### src/hw/cmas_pkg.sv
package cmas_pkg;
  localparam int ADDR_W  = 15;
  localparam int WORD_W  = 16;
  localparam int LINES_W = 8;
  localparam int Y_HI    = 11;
  localparam int Y_LO    = 6;
  localparam int X_HI    = 5;
  localparam int X_LO    = 0;
  localparam int MOD_BIT = 12;
  localparam int STK_HI  = 14;
  localparam int STK_LO  = 13;
  localparam int PAGE_HI = 9;
  localparam int PAGE_LO = 0;
  localparam int DIGIT_W = 3;
  localparam int IND_BIT = 15;
  localparam logic [ADDR_W-1:0] PC_INC  = 15'h0001;
  localparam logic [ADDR_W-1:0] PC_SKIP = 15'h0002;
  localparam logic [ADDR_W-1:0] ADDR_RST = 15'h0000;
  localparam logic [WORD_W-1:0] WORD_RST = 16'h0000;
  localparam logic [1:0] STACK_FIRST  = 2'h0;
  localparam logic [1:0] STACK_SECOND = 2'h1;

  typedef enum logic [1:0] {CMAS_FETCH, CMAS_INDIRECT, CMAS_EXECUTE} cmas_phase_t;

  typedef struct packed {
    logic [LINES_W-1:0] driver;
    logic [LINES_W-1:0] switch_sel;
  } cmas_line_sel_t;

  typedef struct packed {
    logic x_lower_module_enable;
    logic x_upper_module_enable;
    logic x_lower_module_enable_stack2;
    logic x_upper_module_enable_stack2;
    logic y_stack_first_enable;
    logic y_stack_second_enable;
  } cmas_enables_t;

  typedef struct packed {
    logic y_sw_to_drv;
    logic x_sw_to_drv;
  } cmas_dir_t;
endpackage

### src/hw/cmas_line_decoder.sv
module cmas_line_decoder (
  input  wire logic [5:0]                      field,
  input  wire logic                            enable,
  input  wire logic                            strobe,
  output cmas_pkg::cmas_line_sel_t             sel
);
  function automatic logic [cmas_pkg::LINES_W-1:0] one_of_eight(input logic [cmas_pkg::DIGIT_W-1:0] d, input logic en);
    logic [cmas_pkg::LINES_W-1:0] v;
    v = '0;
    if (en) begin
      v[d] = 1'b1;
    end
    return v;
  endfunction

  // The high octal digit picks the driver and the low one the switch.
  always_comb begin
    sel.driver     = one_of_eight(field[2*cmas_pkg::DIGIT_W-1:cmas_pkg::DIGIT_W], enable & strobe);
    sel.switch_sel = one_of_eight(field[cmas_pkg::DIGIT_W-1:0], enable & strobe);
  end
endmodule

### src/hw/cmas_addr_select.sv
module cmas_addr_select (
  input  wire logic                              clk,
  input  wire logic                              rstn,
  input  wire logic                              last_timing_slot,
  input  wire logic                              first_timing_slot,
  input  wire logic                              read_current_strobe,
  input  wire logic                              sense_gate_strobe,
  input  wire logic                              write_cycle,
  input  wire cmas_pkg::cmas_phase_t             phase,
  input  wire logic                              final_phase,
  input  wire logic                              skip,
  input  wire logic                              jump,
  input  wire logic                              page_current,
  input  wire logic [cmas_pkg::ADDR_W-1:0]       pc,
  input  wire logic [cmas_pkg::WORD_W-1:0]       sense_lower,
  input  wire logic [cmas_pkg::WORD_W-1:0]       sense_upper,
  input  wire logic [cmas_pkg::WORD_W-1:0]       sense_lower_stack2,
  input  wire logic [cmas_pkg::WORD_W-1:0]       sense_upper_stack2,
  output logic [cmas_pkg::ADDR_W-1:0]            addr_reg,
  output logic [cmas_pkg::WORD_W-1:0]            xfer_reg,
  output cmas_pkg::cmas_enables_t                enables_reg,
  output cmas_pkg::cmas_line_sel_t               y_sel_first,
  output cmas_pkg::cmas_line_sel_t               y_sel_second,
  output cmas_pkg::cmas_line_sel_t               x_sel_first,
  output cmas_pkg::cmas_line_sel_t               x_sel_second,
  output cmas_pkg::cmas_dir_t                    dir
);
  logic [cmas_pkg::ADDR_W-1:0] addr_next;
  cmas_pkg::cmas_enables_t     enables_next;
  logic [cmas_pkg::WORD_W-1:0] xfer_next;
  logic [cmas_pkg::WORD_W-1:0] sense_sel;
  logic                        x_first_en;
  logic                        x_second_en;
  logic                        upper_sel;

  function automatic cmas_pkg::cmas_enables_t decode_enables(input logic [cmas_pkg::ADDR_W-1:0] a);
    cmas_pkg::cmas_enables_t e;
    logic [1:0] stk;
    logic       up;
    e   = '0;
    stk = a[cmas_pkg::STK_HI:cmas_pkg::STK_LO];
    up  = a[cmas_pkg::MOD_BIT];
    if (stk == cmas_pkg::STACK_FIRST) begin
      e.y_stack_first_enable  = 1'b1;
      e.x_lower_module_enable = ~up;
      e.x_upper_module_enable = up;
    end else if (stk == cmas_pkg::STACK_SECOND) begin
      e.y_stack_second_enable        = 1'b1;
      e.x_lower_module_enable_stack2 = ~up;
      e.x_upper_module_enable_stack2 = up;
    end
    return e;
  endfunction

  // Address source follows machine phase and instruction flow.
  always_comb begin
    addr_next = addr_reg;
    if (final_phase) begin
      if (jump) begin
        addr_next = xfer_reg[cmas_pkg::ADDR_W-1:0];
      end else if (skip) begin
        addr_next = pc + cmas_pkg::PC_SKIP;
      end else begin
        addr_next = pc + cmas_pkg::PC_INC;
      end
    end else if (phase == cmas_pkg::CMAS_FETCH) begin
      // Page-relative operand or address-word address; page zero clears the high bits.
      addr_next = '0;
      addr_next[cmas_pkg::PAGE_HI:cmas_pkg::PAGE_LO] = xfer_reg[cmas_pkg::PAGE_HI:cmas_pkg::PAGE_LO];
      if (page_current) begin
        addr_next[cmas_pkg::ADDR_W-1:cmas_pkg::PAGE_HI+1] = addr_reg[cmas_pkg::ADDR_W-1:cmas_pkg::PAGE_HI+1];
      end
    end else if (phase == cmas_pkg::CMAS_INDIRECT) begin
      addr_next = xfer_reg[cmas_pkg::ADDR_W-1:0];
    end
  end

  always_comb begin
    enables_next = decode_enables(addr_next);
  end

  // Address and enables update together at the end of the last slot.
  always_ff @(posedge clk or negedge rstn) begin
    if (!rstn) begin
      addr_reg <= cmas_pkg::ADDR_RST;
    end else if (last_timing_slot) begin
      addr_reg <= addr_next;
    end
  end

  always_ff @(posedge clk or negedge rstn) begin
    if (!rstn) begin
      enables_reg <= '0;
    end else if (last_timing_slot) begin
      enables_reg <= enables_next;
    end
  end

  assign x_first_en  = enables_reg.x_lower_module_enable | enables_reg.x_upper_module_enable;
  assign x_second_en = enables_reg.x_lower_module_enable_stack2 | enables_reg.x_upper_module_enable_stack2;
  assign upper_sel   = enables_reg.x_upper_module_enable | enables_reg.x_upper_module_enable_stack2;

  // Reads run switch to driver; upper module flips the X direction.
  always_comb begin
    dir.y_sw_to_drv = ~write_cycle;
    dir.x_sw_to_drv = ~write_cycle ^ upper_sel;
  end

  // Y gates qualified per stack, X gates by module enables, all strobed by read.
  cmas_line_decoder u_y_first (
    .field  (addr_reg[cmas_pkg::Y_HI:cmas_pkg::Y_LO]),
    .enable (enables_reg.y_stack_first_enable),
    .strobe (read_current_strobe),
    .sel    (y_sel_first)
  );
  cmas_line_decoder u_y_second (
    .field  (addr_reg[cmas_pkg::Y_HI:cmas_pkg::Y_LO]),
    .enable (enables_reg.y_stack_second_enable),
    .strobe (read_current_strobe),
    .sel    (y_sel_second)
  );
  cmas_line_decoder u_x_first (
    .field  (addr_reg[cmas_pkg::X_HI:cmas_pkg::X_LO]),
    .enable (x_first_en),
    .strobe (read_current_strobe),
    .sel    (x_sel_first)
  );
  cmas_line_decoder u_x_second (
    .field  (addr_reg[cmas_pkg::X_HI:cmas_pkg::X_LO]),
    .enable (x_second_en),
    .strobe (read_current_strobe),
    .sel    (x_sel_second)
  );

  // Only the module named by the X enables passes its sense bits.
  always_comb begin
    sense_sel = ({cmas_pkg::WORD_W{enables_reg.x_lower_module_enable}} & sense_lower)
              | ({cmas_pkg::WORD_W{enables_reg.x_upper_module_enable}} & sense_upper)
              | ({cmas_pkg::WORD_W{enables_reg.x_lower_module_enable_stack2}} & sense_lower_stack2)
              | ({cmas_pkg::WORD_W{enables_reg.x_upper_module_enable_stack2}} & sense_upper_stack2);
  end

  // The transfer register clears at the first slot of a read and collects ones at the sense strobe.
  always_comb begin
    xfer_next = xfer_reg;
    if (first_timing_slot && !write_cycle) begin
      xfer_next = cmas_pkg::WORD_RST;
    end else if (sense_gate_strobe && !write_cycle) begin
      xfer_next = xfer_reg | sense_sel;
    end
  end

  always_ff @(posedge clk or negedge rstn) begin
    if (!rstn) begin
      xfer_reg <= cmas_pkg::WORD_RST;
    end else begin
      xfer_reg <= xfer_next;
    end
  end

  chk_enable_onehot: assert property (@(posedge clk) disable iff (!rstn)
    $past(last_timing_slot) |-> $onehot0({enables_reg.x_lower_module_enable, enables_reg.x_upper_module_enable,
      enables_reg.x_lower_module_enable_stack2, enables_reg.x_upper_module_enable_stack2}))
    else $error("More than one module X enable is active.");
  chk_module_bit: assert property (@(posedge clk) disable iff (!rstn)
    ($past(last_timing_slot) && addr_reg[cmas_pkg::STK_HI:cmas_pkg::STK_LO] == cmas_pkg::STACK_FIRST) |->
      (enables_reg.x_upper_module_enable == addr_reg[cmas_pkg::MOD_BIT]))
    else $error("Module enable does not follow the module address bit.");
  chk_strobe_one: assert property (@(posedge clk) disable iff (!rstn)
    (read_current_strobe && enables_reg.y_stack_first_enable) |->
      ($onehot(y_sel_first.driver) && $onehot(y_sel_first.switch_sel)))
    else $error("Y selection is not exactly one driver and one switch.");
  chk_no_strobe: assert property (@(posedge clk) disable iff (!rstn)
    !read_current_strobe |-> ({y_sel_first, y_sel_second, x_sel_first, x_sel_second} == '0))
    else $error("Lines selected without the read strobe.");
  chk_x_digit: assert property (@(posedge clk) disable iff (!rstn)
    (read_current_strobe && x_first_en) |->
      x_sel_first.driver[addr_reg[cmas_pkg::X_HI:cmas_pkg::X_HI-cmas_pkg::DIGIT_W+1]])
    else $error("X driver does not match the high octal digit.");
  chk_y_digit: assert property (@(posedge clk) disable iff (!rstn)
    (read_current_strobe && enables_reg.y_stack_first_enable) |->
      y_sel_first.switch_sel[addr_reg[cmas_pkg::Y_LO+cmas_pkg::DIGIT_W-1:cmas_pkg::Y_LO]])
    else $error("Y switch does not match the low octal digit.");
  chk_skip_load: assert property (@(posedge clk) disable iff (!rstn)
    (last_timing_slot && final_phase && !jump && skip) |=> addr_reg == $past(pc) + cmas_pkg::PC_SKIP)
    else $error("Skip did not load program counter plus two.");
  chk_inc_load: assert property (@(posedge clk) disable iff (!rstn)
    (last_timing_slot && final_phase && !jump && !skip) |=> addr_reg == $past(pc) + cmas_pkg::PC_INC)
    else $error("Final phase did not load program counter plus one.");
  chk_jump_load: assert property (@(posedge clk) disable iff (!rstn)
    (last_timing_slot && final_phase && jump) |=> addr_reg == $past(xfer_reg[cmas_pkg::ADDR_W-1:0]))
    else $error("Jump did not load the transfer register.");
  chk_fetch_page: assert property (@(posedge clk) disable iff (!rstn)
    (last_timing_slot && !final_phase && phase == cmas_pkg::CMAS_FETCH && !page_current) |=>
      (addr_reg[cmas_pkg::ADDR_W-1:cmas_pkg::PAGE_HI+1] == '0 &&
       addr_reg[cmas_pkg::PAGE_HI:cmas_pkg::PAGE_LO] == $past(xfer_reg[cmas_pkg::PAGE_HI:cmas_pkg::PAGE_LO])))
    else $error("Page zero fetch did not load the page offset alone.");
  chk_indirect_load: assert property (@(posedge clk) disable iff (!rstn)
    (last_timing_slot && !final_phase && phase == cmas_pkg::CMAS_INDIRECT) |=>
      addr_reg == $past(xfer_reg[cmas_pkg::ADDR_W-1:0]))
    else $error("Indirect phase did not load the address word.");
  chk_xfer_clear: assert property (@(posedge clk) disable iff (!rstn)
    (first_timing_slot && !write_cycle) |=> xfer_reg == cmas_pkg::WORD_RST)
    else $error("Transfer register not cleared at the first slot.");
  chk_lower_gate: assert property (@(posedge clk) disable iff (!rstn)
    (sense_gate_strobe && !first_timing_slot && !write_cycle && enables_reg.x_lower_module_enable) |=>
      xfer_reg == ($past(xfer_reg) | $past(sense_lower)))
    else $error("Lower module read gated sense bits of another module.");
  chk_write_hold: assert property (@(posedge clk) disable iff (!rstn)
    write_cycle |=> $stable(xfer_reg))
    else $error("Transfer register changed during a write cycle.");
  chk_upper_dir: assert property (@(posedge clk) disable iff (!rstn)
    upper_sel |-> (dir.x_sw_to_drv != dir.y_sw_to_drv))
    else $error("Upper module X direction not reversed.");
endmodule

### config.mk
export PLATFORM = sky130hd
export DESIGN_NAME = cmas_addr_select
export DESIGN_NICKNAME = d
export VERILOG_FILES = /design/src/hw/cmas_pkg.sv /design/src/hw/cmas_line_decoder.sv /design/src/hw/cmas_addr_select.sv
export SDC_FILE = /design/constraint.sdc
export NUM_CORES = 1
export LEC_CHECK = 0
export BUFFER_PORTS_ARGS = -buffer_cell sky130_fd_sc_hd__buf_2
export CORE_AREA = 2 2 85 87
export DETAILED_ROUTE_END_ITERATION = 7
export DIE_AREA = 0 0 87 89
export GPL_ROUTABILITY_DRIVEN = 1
export GPL_TIMING_DRIVEN = 0
export PLACE_DENSITY = 0.88
export REMOVE_ABC_BUFFERS = 1
export SLEW_MARGIN = 15
export SYNTH_ARGS = -nofsm -noshare
export SYNTH_HDL_FRONTEND = slang
export SYNTH_SLANG_ARGS = --single-unit
### constraint.sdc
create_clock -name clk -period 2 [get_ports clk]
set_clock_uncertainty 0.05 [all_clocks]
set_input_delay 0.2 -clock clk [delete_from_list [all_inputs] [get_ports clk]]
set_output_delay 0.2 -clock clk [all_outputs]
set_load 0.05 [all_outputs]
==> summary.md <==
| Metric | Value |
|---|---|
| Reg-to-reg slack, setup | `0.57 ns` |
| Clock-pin slew on the worst setup and hold paths | `0.07 ns` |
| N_diodes | `0` |
| Hold Crit Class | `in2reg` |
| Critical path peak fanout | `20` |
| Antenna Nets Post-Route | `0` |
| CP Launch Point | `enables_reg[3]$_DFFE_PN0P_` |
| Yosys top cell area share | `0.330` |
| Remaining DRCs | `0` |
| Vias per cell | `5.52` |
| Pre-CTS setup slack | `-0.0150 ns` |
| Outcome | `complete, no violations` |
| Final worst path period share | `0.944` |
| Fmax | `0.530 GHz` |
| Seq/Total Area, Yosys | `0.330` |
| Initial core utilization | `0.417` |
| First-pass GRT wire length | `15.0 mm` |
| Die span in x | `87 um` |
| Min-delay src | `phase[0]` |
| Worst skew pair latency | `0.28 ns` |
| Hold Crit Endpoint | `addr_reg[10]$_DFFE_PN0P_` |
| Setup violators final | `0` |
| Pin count of the biggest net entering global routing | `38` |
| Total track usage | `0.241` |
| Total number of vias | `3,508` |
| Routed WL per cell | `15.7 um` |
| Critical path launch point type | `flop` |
| Synth warn | `0` |
| Final min period | `1.89 ns` |
| Num rows | `30` |
| Vias in the first global route | `3,218` |
| Ys async rst share | `1.00` |
| Largest area contributor in the netlist | `dfrtp_1` |
| Cells on Worst Hold Path | `3` |
| Synth Flop Type | `dfrtp_1` |
| Final Net Count | `648` |
| CTS sink cnt | `37` |
| Worst EP arrival | `1.64 ns` |
| Die H | `89 um` |
| Worst vdd ir | `0.000361 V` |
| IO Port Bufs | `194` |
| Slew HR | `0.446` |
| Final core occ | `0.578` |
| Reg2reg path depth | `5` |
| Clk buf depth | `2` |
| I/O pin cnt | `195` |
| Synthesized instance count | `379` |
| Max-slew violation count | `0` |
| Post-detail-place hpwl | `7.60 mm` |
| Setup WS post-layout | `0.112 ns` |
| Share of layout cells above drive strength 1 | `0.389` |
| H-tree depth | `2` |
| Core area | `6720 um2` |
| CTS root buf | `clkbuf_8` |
| Worst R2R Start | `enables_reg[5]$_DFFE_PN0P_` |
| Number of flops mapped to enable cells by yosys | `0` |
| Actual slew at the worst max-slew pin | `0.831 ns` |
| Total Wirelength | `9.98 mm` |
| Area Growth Syn to Fin | `38.6%` |
| Kind of end point of the critical path | `primary output` |
| Fin. Hold Viols | `0` |
| RSZ-0062 raised after global routing | `no` |
| Synth cell count leaders | `78 x nor2_1, 37 x dfrtp_1, 34 x a22oi_1` |
| Placer Congestion | `0.846` |
| Critical path class | `reg2out` |
| Num CTS Buffers | `5` |
| Initial DRT Pass Iterations | `4` |
| Max reg flops | `16` |
| Max-cap viol count | `0` |
| Distinct cells, synth | `45` |
| Overflow after GRT | `0` |
| LEAKAGE | `1.96 nW` |
| Drt initial violations | `229` |
| Post-Syn Area per Cell | `7.39 um2` |
| #FFs+latches synth | `37` |
| R2R Path End | `xfer_reg[1]$_DFFE_PN0P_` |
| CTS tree | `done` |
| Initial antenna violation count | `0` |
| CP required | `1.75 ns` |
| Synthesized cell area | `2800 um2` |
| Top post-synthesis cells by area | `dfrtp_1 33%, nor2_1 10%, a22oi_1 9.1%` |
| Count leader, synth | `nor2_1` |
| Cell Pwr Density | `814 nW/um2` |
| Die Area | `7740 um2` |
[through the flow]
stage / area [um2] / TNS, ns / hold WS (ns) / power (mW) / instances
finish: 3880 / 0 / 0.229 / 3.16 / 635
global route: 3880 / 0 / 0.244 / 3.34 / 635
CTS: 3860 / 0 / 0.221 / 3.14 / 633
detailed placement: 3750 / -0.0150 / 0.291 / 2.63 / 624
global placement: 3750 / 0 / 0.274 / 2.58 / 624
floorplan: 2680 / -18.77 / -0.146 / 2.14 / 350
[cells in the final DEF (no fill, tap or decap), types with 2 or more instances in the layout]
| cell | n |
|---|---|
| a21oi_1 | 28 |
| a21oi_2 | 2 |
| a22oi_1 | 34 |
| a32oi_1 | 2 |
| and3_1 | 3 |
| buf_2 | 193 |
| buf_4 | 2 |
| clkbuf_8 | 5 |
| clkinv_2 | 2 |
| dfrtp_1 | 33 |
| dfrtp_4 | 4 |
| ha_1 | 2 |
| inv_1 | 7 |
| mux2i_1 | 5 |
| nand2_1 | 28 |
| nand2b_1 | 10 |
| nand3_1 | 8 |
| nand3b_1 | 2 |
| nand4_1 | 4 |
| nor2_1 | 78 |
| nor3_1 | 30 |
| nor4_1 | 4 |
| o211ai_1 | 4 |
| o21a_1 | 6 |
| o21ai_0 | 2 |
| o21ai_1 | 14 |
| o21ai_2 | 3 |
| o22ai_1 | 3 |
| o2bb2ai_1 | 4 |
| or2_1 | 2 |
| xnor2_1 | 6 |
| xor2_1 | 8 |
[cells by family (layout without fill, tap and decap cells)]
logic type / after synthesis / count (layout) / synth area share
simple gates: 174 / 174 / 0.279
compound gates: 108 / 108 / 0.257
flops: 37 / 37 / 0.330
xor+xnor: 14 / 14 / 0.0438
buf+inv: 37 / 213 / 0.0554
fa+ha+maj: 2 / 2 / 0.00893
mux: 7 / 7 / 0.0259
[final cells by class]
type,instances,area (um2)
Multi-Input combinational cell,305,1730
Fill cell,644,2840
Tap cell,80,100
Clock buffer,6,72.6
Timing Repair Buffer,197,998
Inverter,8,30.0
Sequential cell,37,941
Clock inverter,2,10.0
[critical path, cell delays in order, from the launching register on]
cell	delay (ns)
dfrtp_4	0.59
o21a_1	0.23
nand2_1	0.11
nor3_1	0.14
buf_2	0.29
[repair_timing]
action	4_1_cts	5_1_grt
endpoints found under the hold margin	37	0
gates resized for setup	9	2
setup buffers	0	2
hold buffers	1	0
setup endpoints to repair	32	6
[where the power goes]
| part | switching (mW) | internal [mW] |
|---|---|---|
| logic | 1.08 | 0.421 |
| registers | 0.264 | 0.883 |
| clock network | 0.266 | 0.242 |
[layer usage]
layer / wire [um] / GRT usage
met1: 4040 / 0.287
met2: 5170 / 0.439
met3: 642 / 0.0406
met4: 127 / 0.0810
met5: 0 / 0
[worst max-delay path by stage]
stage	slack (ns)	depth (start not counted)	endpoint
finish	0.11	4	x_sel_second[4]
global route	0.05	4	x_sel_first[4]
CTS	0.03	4	x_sel_first[4]
detailed placement	-0.02	3	x_sel_second[0]
global placement	0.09	3	x_sel_second[0]
floorplan	-0.98	2	x_sel_second[0]
Power figures use the tool's default switching activity.
